File: src/common/isl_pkg.sv
package isl_pkg;

  // ==========================================================
  // Geometry
  localparam int ISL_LANES = 4;
  localparam int ISL_TAGS = 16;
  localparam int ISL_TAG_W = 4;
  localparam int ISL_CNT_W = 5;
  localparam int ISL_LUT_N = 81;

  // ==========================================================
  // Slot classes, base-3 digits, ordered E < L < U
  localparam logic [1:0] ISL_SC_E = 2'h0;
  localparam logic [1:0] ISL_SC_L = 2'h1;
  localparam logic [1:0] ISL_SC_U = 2'h2;
  localparam logic [6:0] ISL_W3 = 7'h1b;
  localparam logic [6:0] ISL_W2 = 7'h09;
  localparam logic [6:0] ISL_W1 = 7'h03;

  // Slotting per pattern, bit p set means position p goes upper
  localparam logic [3:0] ISL_SLOT_LUT [ISL_LUT_N] = '{
    4'ha, 4'ha, 4'h9, 4'h9, 4'hc, 4'h9, 4'ha, 4'ha, 4'h3,
    4'ha, 4'ha, 4'h9, 4'h9, 4'h8, 4'h9, 4'ha, 4'ha, 4'h3,
    4'h5, 4'h6, 4'h5, 4'h5, 4'hc, 4'h5, 4'h6, 4'h6, 4'h7,
    4'h5, 4'h6, 4'h5, 4'h5, 4'h4, 4'h5, 4'h6, 4'h6, 4'h3,
    4'h3, 4'h2, 4'h3, 4'h1, 4'h0, 4'h1, 4'h3, 4'h2, 4'h3,
    4'h5, 4'h6, 4'h5, 4'h5, 4'h4, 4'h5, 4'h6, 4'h6, 4'h7,
    4'ha, 4'ha, 4'h9, 4'h9, 4'hc, 4'h9, 4'ha, 4'ha, 4'hb,
    4'ha, 4'ha, 4'h9, 4'h9, 4'h8, 4'h9, 4'ha, 4'ha, 4'hb,
    4'hc, 4'hc, 4'hd, 4'hc, 4'hc, 4'hd, 4'he, 4'he, 4'hf
  };

  // ==========================================================
  // Instruction classes
  typedef enum logic [4:0] {
    ISL_CL_ILD = 5'h00,
    ISL_CL_FLD = 5'h01,
    ISL_CL_IST = 5'h02,
    ISL_CL_FST = 5'h03,
    ISL_CL_RPCC = 5'h04,
    ISL_CL_RX = 5'h05,
    ISL_CL_PRIV_REG_READ = 5'h06,
    ISL_CL_PRIV_REG_WRITE = 5'h07,
    ISL_CL_IBR = 5'h08,
    ISL_CL_UBR = 5'h09,
    ISL_CL_JSR = 5'h0a,
    ISL_CL_IADD = 5'h0b,
    ISL_CL_ILOG = 5'h0c,
    ISL_CL_ISHF = 5'h0d,
    ISL_CL_INT_CMOVE_FIRST_HALF = 5'h0e,
    ISL_CL_INT_CMOVE_SECOND_HALF = 5'h0f,
    ISL_CL_IMUL = 5'h10,
    ISL_CL_IMISC = 5'h11,
    ISL_CL_FBR = 5'h12,
    ISL_CL_FADD = 5'h13,
    ISL_CL_FTOI = 5'h14
  } isl_class_t;

  // ==========================================================
  // Result latencies in cycles
  localparam logic [4:0] ISL_LAT_ILD_HIT = 5'h03;
  localparam logic [4:0] ISL_LAT_FLD_HIT = 5'h04;
  localparam logic [4:0] ISL_LAT_ILD_MISS = 5'h0d;
  localparam logic [4:0] ISL_LAT_FLD_MISS = 5'h0e;
  localparam logic [4:0] ISL_LAT_RPCC = 5'h01;
  localparam logic [4:0] ISL_LAT_RX = 5'h01;
  localparam logic [4:0] ISL_LAT_PRR_EBOX = 5'h01;
  localparam logic [4:0] ISL_LAT_PRR_OTHER = 5'h03;
  localparam logic [4:0] ISL_LAT_UBR = 5'h03;
  localparam logic [4:0] ISL_LAT_JSR = 5'h03;
  localparam logic [4:0] ISL_LAT_ISIMPLE = 5'h01;
  localparam logic [4:0] ISL_LAT_IMUL = 5'h07;
  localparam logic [4:0] ISL_LAT_IMISC = 5'h03;
  localparam logic [4:0] ISL_LAT_FADD = 5'h04;
  localparam logic [4:0] ISL_LAT_FADD_FI = 5'h06;
  localparam logic [4:0] ISL_LAT_FTOI = 5'h03;
  localparam logic [4:0] ISL_LAT_XC = 5'h01;
  localparam logic [4:0] ISL_CNT_MAX = 5'h1f;
  localparam logic [4:0] ISL_CNT_ZERO = 5'h00;
  localparam logic [4:0] ISL_CNT_ONE = 5'h01;

  // Per-producer timing record
  typedef struct packed {
    logic prod;
    logic xc;
    logic cm1;
    logic [4:0] lat;
    logic [4:0] fi;
  } isl_lat_t;

endpackage

File: src/logic/isl_lat_cnt.sv
`timescale 1ns/1ps
// ============================================================
// Per-tag result timer
module isl_lat_cnt
  import isl_pkg::*;
(
  // Clock and reset
  input wire logic clk,
  input wire logic rst,
  // Producer issue
  input wire logic load,
  input wire isl_pkg::isl_lat_t load_info,
  input wire logic load_cl,
  // Load miss and fill
  input wire logic miss_set,
  input wire logic [4:0] miss_lat,
  input wire logic fill,
  // State
  output logic busy_ff,
  output logic pend_ff,
  output logic [4:0] elap_ff,
  output isl_pkg::isl_lat_t info_ff,
  output logic cl_ff
);

  logic nxt_busy;
  logic nxt_pend;
  logic [4:0] nxt_elap;
  isl_lat_t nxt_info;
  logic nxt_cl;

  // Next state; a new producer simply overwrites the old one
  always_comb
  begin
    nxt_busy = busy_ff;
    nxt_pend = pend_ff;
    nxt_info = info_ff;
    nxt_cl = cl_ff;
    nxt_elap = (elap_ff == ISL_CNT_MAX) ? elap_ff : elap_ff + ISL_CNT_ONE;
    if (load)
    begin
      nxt_busy = load_info.prod;
      nxt_pend = 1'b0;
      nxt_info = load_info;
      nxt_cl = load_cl;
      // Count from one so a latency-one result feeds the very next cycle
      nxt_elap = ISL_CNT_ONE;
    end
    else
    begin
      // Miss set wins over a fill in the same cycle
      if (fill)
        nxt_pend = 1'b0;
      if (miss_set && busy_ff)
      begin
        nxt_pend = 1'b1;
        nxt_info.lat = miss_lat;
      end
    end
  end

  // State registers
  always_ff @(posedge clk)
  begin
    if (rst)
    begin
      busy_ff <= 1'b0;
      pend_ff <= 1'b0;
      elap_ff <= ISL_CNT_ZERO;
      info_ff <= '0;
      cl_ff <= 1'b0;
    end
    else
    begin
      busy_ff <= nxt_busy;
      pend_ff <= nxt_pend;
      elap_ff <= nxt_elap;
      info_ff <= nxt_info;
      cl_ff <= nxt_cl;
    end
  end

endmodule

File: src/logic/isl_top.sv
`timescale 1ns/1ps
// How it works
// - At map, either-class instructions get upper or lower by line mix.
// - Classes are upper-only, lower-only, either; fixed ones keep their side.
// - Slot position in the line comes from PC bits 3:2, order 3,2,1,0.
// - A fixed 81-entry table maps the class pattern to sides.
// - Issue waits for operands ready, unit free, and queue order.
// - Renaming removes write-after-write; only true and unit deps tracked.
// - Latencies are fixed except loads missing the data cache.
// - Loads: int 3, fp 4 on hit; at least 13 or 14 on miss.
// - Stores, fp branches, privileged writes wake no consumer.
// - Cycle counter read gives result in 1, plus cross-cluster cycle.
// - Privileged read takes 1 for integer-unit registers, 3 otherwise.
// - Int conditional branch no result; jumps give return address in 3.
// - Add, logic, shift, cmove 1; misc 3; multiply 7; plus crossing.
// - First cmove half feeds only its second half.
// - Fp add 4 to ordinary consumers, 6 to fp store or fp-to-int.
// - Operands read the stage after issue; execute starts the next.
module isl_top
  import isl_pkg::*;
(
  // Clock and reset
  input wire logic clk,
  input wire logic rst,
  // Fetch line into the mapper
  input wire logic map_valid,
  input wire logic [3:0] map_instr_valid,
  input wire logic [7:0] map_pc_bits,
  input wire logic [7:0] map_slot_class,
  // Slotting result
  output logic slot_valid_ff,
  output logic [3:0] slot_upper_ff,
  output logic [3:0] slot_line_ff,
  // Issue candidate from the queue
  input wire logic iss_valid,
  input wire isl_pkg::isl_class_t iss_class,
  input wire logic iss_priv_reg_int,
  input wire logic iss_cluster,
  input wire logic iss_fu_free,
  input wire logic iss_older_block,
  input wire logic [3:0] iss_dest_tag,
  input wire logic iss_src_a_use,
  input wire logic [3:0] iss_src_a_tag,
  input wire logic iss_src_b_use,
  input wire logic [3:0] iss_src_b_tag,
  // Issue answer
  output logic iss_grant,
  // Load miss and fill
  input wire logic ld_miss_valid,
  input wire logic [3:0] ld_miss_tag,
  input wire logic ld_miss_fp,
  input wire logic ld_fill_valid,
  input wire logic [3:0] ld_fill_tag,
  // Pipeline stages after issue
  output logic rr_valid_ff,
  output logic [3:0] rr_dest_ff,
  output logic ex_valid_ff,
  output logic [3:0] ex_dest_ff
);

  // ==========================================================
  // Slotting
  logic [1:0] pat [ISL_LANES];
  logic [6:0] lut_idx;
  logic [3:0] lut_out;
  logic nxt_slot_valid;
  logic [3:0] nxt_slot_upper;
  logic [3:0] nxt_slot_line;

  // Place each instruction at its line position; holes act as either
  always_comb
  begin
    for (int p = 0; p < ISL_LANES; p++)
      pat[p] = ISL_SC_E;
    for (int i = 0; i < ISL_LANES; i++)
      if (map_instr_valid[i])
        pat[map_pc_bits[2*i +: 2]] = map_slot_class[2*i +: 2];
    lut_idx = 7'(pat[3] * ISL_W3) + 7'(pat[2] * ISL_W2)
            + 7'(pat[1] * ISL_W1) + 7'(pat[0]);
    lut_out = ISL_SLOT_LUT[lut_idx];
  end

  // Side per instruction; fixed classes keep their side, and an invalid lane reads lower
  always_comb
  begin
    nxt_slot_valid = map_valid;
    nxt_slot_line = lut_out;
    for (int i = 0; i < ISL_LANES; i++)
    begin
      case (map_slot_class[2*i +: 2])
        ISL_SC_U: nxt_slot_upper[i] = 1'b1;
        ISL_SC_L: nxt_slot_upper[i] = 1'b0;
        default: nxt_slot_upper[i] = lut_out[map_pc_bits[2*i +: 2]];
      endcase
      if (!map_instr_valid[i])
        nxt_slot_upper[i] = 1'b0;
    end
  end

  // Slot registers
  always_ff @(posedge clk)
  begin
    if (rst)
    begin
      slot_valid_ff <= 1'b0;
      slot_upper_ff <= 4'h0;
      slot_line_ff <= 4'h0;
    end
    else
    begin
      slot_valid_ff <= nxt_slot_valid;
      slot_upper_ff <= nxt_slot_upper;
      slot_line_ff <= nxt_slot_line;
    end
  end

  // ==========================================================
  // Class timing
  function automatic isl_lat_t lat_of(input isl_class_t c,
                                      input logic ebox);
    isl_lat_t r;
    r = '0;
    r.prod = 1'b1;
    case (c)
      ISL_CL_ILD: r.lat = ISL_LAT_ILD_HIT;
      ISL_CL_FLD: r.lat = ISL_LAT_FLD_HIT;
      ISL_CL_RPCC:
      begin
        r.lat = ISL_LAT_RPCC;
        r.xc = 1'b1;
      end
      ISL_CL_RX: r.lat = ISL_LAT_RX;
      ISL_CL_PRIV_REG_READ:
        r.lat = ebox ? ISL_LAT_PRR_EBOX : ISL_LAT_PRR_OTHER;
      ISL_CL_UBR: r.lat = ISL_LAT_UBR;
      ISL_CL_JSR: r.lat = ISL_LAT_JSR;
      ISL_CL_IADD, ISL_CL_ILOG, ISL_CL_ISHF,
      ISL_CL_INT_CMOVE_SECOND_HALF:
      begin
        r.lat = ISL_LAT_ISIMPLE;
        r.xc = 1'b1;
      end
      ISL_CL_INT_CMOVE_FIRST_HALF:
      begin
        r.lat = ISL_LAT_ISIMPLE;
        r.xc = 1'b1;
        r.cm1 = 1'b1;
      end
      ISL_CL_IMUL:
      begin
        r.lat = ISL_LAT_IMUL;
        r.xc = 1'b1;
      end
      ISL_CL_IMISC:
      begin
        r.lat = ISL_LAT_IMISC;
        r.xc = 1'b1;
      end
      ISL_CL_FADD:
      begin
        r.lat = ISL_LAT_FADD;
        r.fi = ISL_LAT_FADD_FI;
      end
      ISL_CL_FTOI: r.lat = ISL_LAT_FTOI;
      default: r.prod = 1'b0;
    endcase
    // Fixed latency holds for any consumer unless a longer one is given
    if (r.fi == ISL_CNT_ZERO)
      r.fi = r.lat;
    return r;
  endfunction

  // ==========================================================
  // Scoreboard, one timer per rename tag
  logic [ISL_TAGS-1:0] busy;
  logic [ISL_TAGS-1:0] pend;
  logic [ISL_TAGS-1:0] pcl;
  logic [4:0] elap [ISL_TAGS];
  isl_lat_t info [ISL_TAGS];
  isl_lat_t iss_info;
  logic [4:0] miss_lat;

  assign iss_info = lat_of(iss_class, iss_priv_reg_int);
  assign miss_lat = ld_miss_fp ? ISL_LAT_FLD_MISS : ISL_LAT_ILD_MISS;

  // Only true dependencies are kept; a rewrite of a tag replaces it
  for (genvar t = 0; t < ISL_TAGS; t++)
  begin : g_tag
    isl_lat_cnt u_cnt (
      .clk(clk),
      .rst(rst),
      .load(iss_grant && iss_dest_tag == ISL_TAG_W'(t)),
      .load_info(iss_info),
      .load_cl(iss_cluster),
      .miss_set(ld_miss_valid && ld_miss_tag == ISL_TAG_W'(t)),
      .miss_lat(miss_lat),
      .fill(ld_fill_valid && ld_fill_tag == ISL_TAG_W'(t)),
      .busy_ff(busy[t]),
      .pend_ff(pend[t]),
      .elap_ff(elap[t]),
      .info_ff(info[t]),
      .cl_ff(pcl[t])
    );
  end

  // ==========================================================
  // Operand readiness and issue
  function automatic logic src_ok(input logic [3:0] tag);
    logic [4:0] need;
    logic ok;
    need = (iss_class == ISL_CL_FST || iss_class == ISL_CL_FTOI)
         ? info[tag].fi : info[tag].lat;
    if (info[tag].xc && pcl[tag] != iss_cluster)
      need = need + ISL_LAT_XC;
    ok = !pend[tag] && elap[tag] >= need;
    if (info[tag].cm1 && iss_class != ISL_CL_INT_CMOVE_SECOND_HALF)
      ok = 1'b0;
    return !busy[tag] || ok;
  endfunction

  // Combinational grant; a missing load blocks until its fill
  always_comb
  begin
    iss_grant = iss_valid && iss_fu_free && !iss_older_block
             && (!iss_src_a_use || src_ok(iss_src_a_tag))
             && (!iss_src_b_use || src_ok(iss_src_b_tag));
  end

  // ==========================================================
  // Register read then execute stages
  logic nxt_rr_valid;
  logic [3:0] nxt_rr_dest;
  logic nxt_ex_valid;
  logic [3:0] nxt_ex_dest;

  // Issue moves to register read, then to execute
  always_comb
  begin
    nxt_rr_valid = iss_grant;
    nxt_rr_dest = iss_grant ? iss_dest_tag : rr_dest_ff;
    nxt_ex_valid = rr_valid_ff;
    nxt_ex_dest = rr_valid_ff ? rr_dest_ff : ex_dest_ff;
  end

  // Stage registers
  always_ff @(posedge clk)
  begin
    if (rst)
    begin
      rr_valid_ff <= 1'b0;
      rr_dest_ff <= 4'h0;
      ex_valid_ff <= 1'b0;
      ex_dest_ff <= 4'h0;
    end
    else
    begin
      rr_valid_ff <= nxt_rr_valid;
      rr_dest_ff <= nxt_rr_dest;
      ex_valid_ff <= nxt_ex_valid;
      ex_dest_ff <= nxt_ex_dest;
    end
  end

endmodule

File: config.mk
export PLATFORM = sky130hd
export DESIGN_NAME = isl_top
export DESIGN_NICKNAME = d
export VERILOG_FILES = /design/src/common/isl_pkg.sv /design/src/logic/isl_lat_cnt.sv /design/src/logic/isl_top.sv
export SDC_FILE = /design/constraint.sdc
export NUM_CORES = 1
export LEC_CHECK = 0
export BUFFER_PORTS_ARGS = -buffer_cell sky130_fd_sc_hd__buf_2
export CORE_ASPECT_RATIO = 0.75
export CORE_MARGIN = 2
export CORE_UTILIZATION = 27
export CTS_CLUSTER_SIZE = 28
export DETAILED_ROUTE_END_ITERATION = 10
export GPL_TIMING_DRIVEN = 0
export SLEW_MARGIN = 20
export SYNTH_ARGS = -nofsm -noshare
export SYNTH_HDL_FRONTEND = slang
export SYNTH_SLANG_ARGS = --single-unit
export TNS_END_PERCENT = 10
File: constraint.sdc
create_clock -name clk -period 14.6 [get_ports clk]
set_input_delay 2.92 -clock clk [delete_from_list [all_inputs] [get_ports clk]]
set_output_delay 2.92 -clock clk [all_outputs]
set_load 0.02 [all_outputs]
==> results of run 1 <==
[power breakdown]
part           internal [mW]  switching, mW
registers              0.816         0.0209
logic                  0.196          0.348
clock network          0.556          0.362
total                   1.57          0.730
[kinds of logic (layout without fill, tap and decap cells)]
family	after synthesis	after routing
AO/OA/AOI/OAI	325	325
XOR/XNOR	63	63
buffers and inverters	197	320
multiplexers	245	245
other	0	2
flip-flops	291	291
adder cells (fa/ha/maj)	78	78
AND/OR/NAND/NOR	549	549
[cell usage after synthesis, types with 8 or more instances]
cell / n / area (um^2)
a21oi_1: 73 / 365.4
nor2b_1: 31 / 193.9
buf_1: 20 / 75.07
mux2_2: 15 / 168.9
dfxtp_1: 291 / 5826
o21bai_1: 15 / 112.6
mux2i_1: 68 / 680.7
clkbuf_1: 65 / 244.0
and3_1: 33 / 206.5
nand2b_1: 29 / 181.4
nand3_1: 26 / 130.1
a31o_2: 50 / 437.9
o211ai_1: 16 / 120.1
nand2_1: 90 / 337.8
nor3_1: 23 / 115.1
or3_1: 10 / 62.56
a211oi_1: 12 / 90.09
xor2_1: 38 / 332.8
o22ai_1: 54 / 337.8
or2_2: 8 / 50.05
o21ai_0: 57 / 285.3
xnor2_1: 25 / 219.0
nand4b_1: 20 / 175.2
mux4_2: 157 / 3536
nor2_1: 227 / 852.1
inv_1: 60 / 225.2
buf_2: 42 / 210.2
nor3b_1: 15 / 112.6
ha_1: 71 / 888.4
[worst min-delay path by stage]
stage,end,slack [ns],cells after the start
global route,g_tag[15].u_cnt.info_ff[2],0.49,2
CTS,g_tag[8].u_cnt.info_ff[2],0.46,2
floorplan,g_tag[10].u_cnt.info_ff[2],0.44,2
finish,g_tag[8].u_cnt.info_ff[2],0.46,2
detailed placement,g_tag[8].u_cnt.info_ff[2],0.45,2
global placement,g_tag[3].u_cnt.info_ff[2],0.44,2
[sequential cells by signal (all words and copies together) (netlist names)]
| register | flops |
|---|---|
| ex_dest_ff | 4 |
| slot_valid_ff | 1 |
| rr_valid_ff | 1 |
| g_tag.u_cnt.busy_ff | 15 |
| slot_upper_ff | 4 |
| g_tag.u_cnt.info_ff | 145 |
| slot_line_ff | 4 |
| g_tag.u_cnt.elap_ff | 80 |
| g_tag.u_cnt.pend_ff | 16 |
| g_tag.u_cnt.cl_ff | 16 |
| ex_valid_ff | 1 |
| rr_dest_ff | 4 |
[critical path: stages]
cell and delay, ns:
buf_6 0.15, buf_2 0.43, buf_2 0.52, buf_2 0.52
buf_2 0.50, clkbuf_1 0.53, mux4_2 0.43, mux4_2 0.46
inv_1 0.07, ha_1 0.23, nand2b_1 0.14, a211oi_1 0.24
o31a_1 0.28, o311ai_2 0.14, o22ai_2 0.30, buf_2 0.38
inv_1 0.21, buf_2 0.20
[layout make-up]
cell class | count | area (um^2) | area share [%]
tap | 871 | 1090 | 5.380
clock buffer | 46 | 968.4 | 4.781
clock inverter | 13 | 210.2 | 1.038
sequential | 291 | 5826 | 28.76
inverter | 63 | 236.5 | 1.167
antenna | 2 | 5.005 | 0.02471
timing repair buffer | 64 | 320.3 | 1.581
multi-input combinational | 1260 | 10990 | 54.27
buffer | 134 | 606.8 | 2.996
[per-layer routing]
metal / up-vias / share of wire (%) / routed length (um)
li1: 6715 / - / -
met1: 7587 / 42 / 26420
met2: 815 / 42 / 26420
met3: 110 / 13 / 7881
met4: 2 / 2.9 / 1811
met5: - / 0.019 / 12
==> results.md, run 1 <==
- Status: complete, no violations
- P per Cell Area: 113.5 mW/mm^2
- Routed vias: 15230
- WL/cell: 22.79 um
- Synthesized area per cell: approximately 10 um^2
- CP Launch Point: iss_src_a_tag[1]
- Synth Area in Adders: 5.826%
- Post-Layout Cell Count: around 2700
- Post-synth EDFFs: 0
- Routability cong.: between 0.9 and 1
- Busiest grt layer: met2
- Antenna viol nets, final: 0
- Routing usage on met1: between 20% and 30%
- VDD IR max: around 63 uV
- H-tree lvl count: 2
- Main synth FF type: dfxtp_1
- Post-route cell area: approximately 0.02 mm^2
- Aggregate routed wire length: approximately 63 mm
- Yosys warns: 0
- CP Max Fanout: 10
- Core footprint: between 0.06 and 0.07 mm^2
- Clock Path Buffers: 3
- Detailed Place HPWL: between 40 and 50 mm
- First-pass DRT Iterations: 7
- Crit path kind: in2out
- RR Startpoint: g_tag[7].u_cnt.cl_ff
- Setup Fix Bufs, Post-CTS: 0
- CP Capture Type: output pin
- Max-Slew Margin vs Limit: roughly 31%
- Synth Area in Simple Gates: 15.53%
- Share of synthesized flip-flops with an asynchronous set or reset: 0%
- Area Growth Syn to Fin: 14.73%
- Fraction of met2 tracks used by global routing: 26.97%
- Pleak: roughly 7.5 nW
- Unique cell type count in the Yosys netlist: 73
- Rows: 81
- Skew-Pair Late Insertion Delay: around 0.56 ns
- Clock transition at the registers of the reported paths: ~0.060 ns
- Clock Sinks: approximately 290
- Vias in the first global route: ~15000
- Min-delay worst type: reg2reg
- Placed cell areas: roughly 0.019 mm^2
- Reg2reg setup slack: around 9.3 ns
- Worst hold start: g_tag[8].u_cnt.info_ff[2]
- CTS tree: built
- IO Port Bufs: 64
- Via density: approximately 5.5
- Seq/Total Area, Yosys: about a third
- Post-synthesis mux area share: 25.52%
- R2R cell count: 18
- Largest family of logic cells by synthesized area: multiplexers
- Post-synth design cell area: about 0.018 mm^2
- Post-synthesis compound-gate area fraction: roughly an eighth
- Crit path capture: iss_grant
- Syn Inst Count: between 1500 and 2000
- Placed insts: 2683
- Most common cell after layout, fill and taps aside: dfxtp_1
- Fin crit share: between 70% and 80%
- Critical path arrival: just under 9 ns
- DR iter-0 viols: 1739
- Fin nets: 1986
- Dpl ws: between 2 and 3 ns
- Final worst slack: approximately 2.9 ns
- Unrepaired setup endpoints after global routing: false
- Final core occ: a little under a third
- RR Endpoint: g_tag[0].u_cnt.info_ff[5]
- Fmax: approximately 0.086 GHz
- Die ar.: around 0.067 mm^2
- Global route total overflow: 0
- I/O pins: between 70 and 80
- Final hold vios: 0
- CTS buffer count: 36
- Met3 GRT Util: a little over 6%
- Crit path time final: ~12 ns
- First-pass GRT wire length: 92.41 mm
- Width of the die: 299.3 um
- Die Y: between 200 and 250 um
- Fillers: ~6600
- Share of post-route cells with drive strength above 1: around 22%
- Final Max Slew Viols: 0
- CTS Hold Bufs: 0
- Seq cells post-synth: ~290
- Worst-margin pin slew: 1.033 ns
- CTS root buffer: clkbuf_16
- CP Launch Type: primary input
- Fin Setup TNS: 0 ns
- Largest net degree at the start of global routing: 14
- Synth Area in XOR/XNOR: roughly 3.1%
- Worst EP required: ~12 ns
- Most frequent cells in the layout: dfxtp_1 (291), nor2_1 (227), mux4_2 (157), buf_2 (106), nand2_1 (90)
- Power consumption: approximately 2.3 mW
- Final setup skew: about 0.029 ns
- Mapped Nets: 1884
- Hold_ws: around 0.46 ns
- Total global-route track usage: 18.28%
- # DRC: 0
- Setup violators final: 0
- Post-CTS Resized: 0
- Initial antenna violation count: 2
- Max-capacitance violation count: 0
- Initial cell density of the core: 27.18%
Power figures use the tool's default switching activity.
==> run 2, diff against run 1 <==
- ABC_AREA: not set -> 1
- clock period: 14.6 -> 9.6 ns (I/O delays scaled with it)
==> results.md, run 2 <==
- Post-route cell area: 0.02128 mm^2 (+5.1%)
- Synth top area share: 31.43% (-1.6 points)
- Hold path cells: 2 (unchanged)
- Failing checks: setup timing
- Most frequent cells in the layout: nand2_1 (433), a21oi_1 (394), o21ai_0 (359), inv_1 (320), dfxtp_1 (291)
- Initial antenna violation count: 3 (+1)
- Post-synthesis compound-gate area fraction: 24.57% (+12 points)
- Final Max Slew Viols: 0 (unchanged)
- CP Launch Type: primary input
- Post-synth EDFFs: 0 (unchanged)
- Clock Sinks: 291 (unchanged)
- Crit path cell chain: buf_2 > inv_1 > clkbuf_1 > clkbuf_1 > o211ai_1 > nand3_1 > nand2_1 > o21ai_0 > inv_1 > ha_1 > nand4_1 > xnor2_1 > ha_1 > nand2_1 > o311ai_0 > nand2_1 > nand2_1 > buf_4 > nand2_1 > inv_2 > buf_4 > buf_2
- Largest net degree at the start of global routing: 14 (unchanged)
- Aggregate routed wire length: 88.54 mm (+42%)
- Fin nets: 3093 (+56%)
- Width of the die: 306.5 um (+2.4%)
- Post-synth design cell area: 0.01853 mm^2 (+5.0%)
- Unrepaired setup endpoints after global routing: false
- Vias in the first global route: 18870 (+29%)
- Synth top area cells: dfxtp_1 (31%), a21oi_1 (11%), o21ai_0 (9.7%)
- H-tree lvl count: 2 (unchanged)
- IO Port Bufs: 70 (+9.4%)
- Antenna viol nets, final: 0 (unchanged)
- Power consumption: 3.725 mW (+62%)
- Largest regs: g_tag.u_cnt.info_ff (145), g_tag.u_cnt.elap_ff (80)
- Largest family of logic cells by synthesized area: simple AND/OR/NAND/NOR gates
- Setup violators final: 1 (+1)
- Mapped Nets: 2986 (+58%)
- DR iter-0 viols: 3543 (+100%)
- Die ar.: 0.07078 mm^2 (+4.9%)
- Worst EP required: 7.68 ns (-4.00 ns)
- Area Growth Syn to Fin: 14.83% (about the same)
- Min-delay worst type: reg2reg
- Clock Path Buffers: 3 (unchanged)
- WL/cell: 22.84 um (+0.21%)
- Critical Path Slowest Stage Cell: clkbuf_1
- Die Y: 230.9 um (+2.4%)
- I/O pins: 78 (unchanged)
- VDD IR max: 108.2 uV (+72%)
- P per Cell Area: 175.0 mW/mm^2 (+54%)
- Final worst slack: -0.002891 ns (-2.940 ns)
- Most frequent CP cell: nand2_1
- Yosys warns: 0 (unchanged)
- Reg2reg setup slack: 3.61 ns (-5.66 ns)
- Detailed Place HPWL: 66.86 mm (+41%)
- RR Endpoint: g_tag[14].u_cnt.info_ff[2]
- Synthesized area per cell: 6.503 um^2 (-36%)
- CP Capture Type: output pin
- R2R cell count: 22 (+4)
- Most common cell in the netlist: nand2_1
- Unique cell type count in the Yosys netlist: 40 (-45%)
- Setup Fix Bufs, Post-CTS: 0 (unchanged)
- Global route total overflow: 0 (unchanged)
- Via density: 5.505 (-0.82%)
- Fmax: roughly 0.10 GHz
- CP Launch Point: iss_src_b_tag[2]
- RR Startpoint: g_tag[1].u_cnt.info_ff[6]
- Crit path kind: in2out
- Critical path arrival: 7.68 ns (-1.06 ns)
- Max-Slew Margin vs Limit: 31.09% (-0.047 points)
- Pleak: 8.917 nW (+19%)
- Crit path capture: iss_grant
- Share of post-route cells with drive strength above 1: 7.411% (-14 points)
- Status: finished, violations left
- Final setup skew: 0.04296 ns (+0.01425 ns)
- Routed vias: 21340 (+40%)
- Seq/Total Area, Yosys: 31.43% (-1.6 points)
- Placed cell areas: 0.02002 mm^2 (+5.0%)
- Routability cong.: 1.028 (+5.6%)
- Syn Inst Count: 2850 (+63%)
- Post-CTS Resized: 0 (unchanged)
- # DRC: 0 (unchanged)
- Synth area leader: dfxtp_1
- Post-synthesis mux area share: 0% (-26 points)
- Synth Area in Simple Gates: 25.23% (+9.7 points)
- CTS buffer count: 35 (-2.8%)
- Fin crit share: 100.0%
- Initial cell density of the core: 27.16% (about the same)
- Core footprint: 0.06823 mm^2 (+5.0%)
- Synth Area in XOR/XNOR: 2.599% (-0.53 points)
- Crit path time final: 9.603 ns
- Seq cells post-synth: 291 (unchanged)
- Rows: 83 (+2.5%)
- Most common cell after layout, fill and taps aside: nand2_1
- First-pass DRT Iterations: 7 (unchanged)
- Skew-Pair Late Insertion Delay: 0.58 ns (+0.02 ns)
- Largest reg by FF count: g_tag.u_cnt.info_ff
- Total global-route track usage: 24.25% (+6.0 points)
- Max reg flops: 145 (unchanged)
- Max-capacitance violation count: 0 (unchanged)
- Share of synthesized flip-flops with an asynchronous set or reset: 0% (unchanged)
- First-pass GRT wire length: 127.0 mm (+37%)
- Worst-margin pin slew: 1.034 ns (+0.0007119 ns)
- Main synth FF type: dfxtp_1
- Synth cell count leaders: nand2_1 (433), a21oi_1 (394), o21ai_0 (359)
- Final hold vios: 0 (unchanged)
- CTS Hold Bufs: 0 (unchanged)
- Crit-path max cell delay: 0.84 ns (+0.31 ns)
- Clock transition at the registers of the reported paths: 0.07 ns (about the same)
- Dpl ws: 0.4029 ns (-2.368 ns)
- Synth Area in Adders: 5.549% (-0.28 points)
- CTS tree: built
- CTS root buffer: clkbuf_16
- CP Max Fanout: 10 (unchanged)
[run 2: stage by stage]
stage	setup TNS (ns)	cells	hold slack (ns)	util (%)
3_3_place_gp	0	3812	0.4441	29.31
4_1_cts	0	3874	0.4635	31.15
2_1_floorplan	0	2850	0.4293	-
5_1_grt	0	3874	0.4752	31.18
3_5_place_dp	0	3812	0.4534	29.34
6_report	-0.002891	3877	0.4689	31.19
[run 2: final cells by class]
class	instances	area, um^2
diodes	3	7.507
repair buffers	70	350.3
plain buffers	166	728.2
clock buffers	43	977.2
flip-flops and latches	291	5826
fillers	7521	46950
multi-input cells	2062	10780
inverters	331	1242
well taps	892	1116
clock inverters	19	259.0
[run 2: where the power goes]
part	leakage, nW	internal, mW	switching [mW]	total (mW)
Sequential	2.36	1.24	0.0294	1.27
Clock	0.594	0.866	0.606	1.47
Combinational	5.97	0.296	0.687	0.983
Total	8.92	2.40	1.32	3.73
[run 2: worst min path at each step]
stage                     slack, ns                   endpoint                 startpoint
after floorplan                0.43  g_tag[1].u_cnt.info_ff[7]  g_tag[1].u_cnt.info_ff[7]
after global placement         0.44  g_tag[0].u_cnt.info_ff[8]  g_tag[0].u_cnt.info_ff[8]
after detailed placement       0.45  g_tag[0].u_cnt.info_ff[8]  g_tag[0].u_cnt.info_ff[8]
after CTS                      0.46  g_tag[0].u_cnt.info_ff[8]  g_tag[0].u_cnt.info_ff[8]
after global routing           0.48  g_tag[0].u_cnt.info_ff[8]  g_tag[0].u_cnt.info_ff[8]
final                          0.47  g_tag[0].u_cnt.info_ff[8]  g_tag[0].u_cnt.info_ff[8]
[run 2: critical path: cells and delay by family]
kind | cells | cell delay [ns]
adders and majority gates | 2 | 0.54
xor gates and xnor gates | 1 | 0.09
AOI/OAI and AO/OA | 3 | 1.34
buffers and inverters | 9 | 2.75
and+or+nand+nor | 7 | 1.01
[run 2: cell families after synthesis]
family,Yosys count
buffers and inverters,497
XOR/XNOR,55
AND/OR/NAND/NOR,1073
flip-flops,291
adder cells (fa/ha/maj),78
AO/OA/AOI/OAI,856
[run 2: metal layers]
metal	track usage [%]	share of wire (%)	vias up
met1	34.68	44	9908
met3	9.070	15	236
met4	9.620	4.0	2
met5	0	0.012	-
li1	-	-	9836
met2	32.11	37	1359
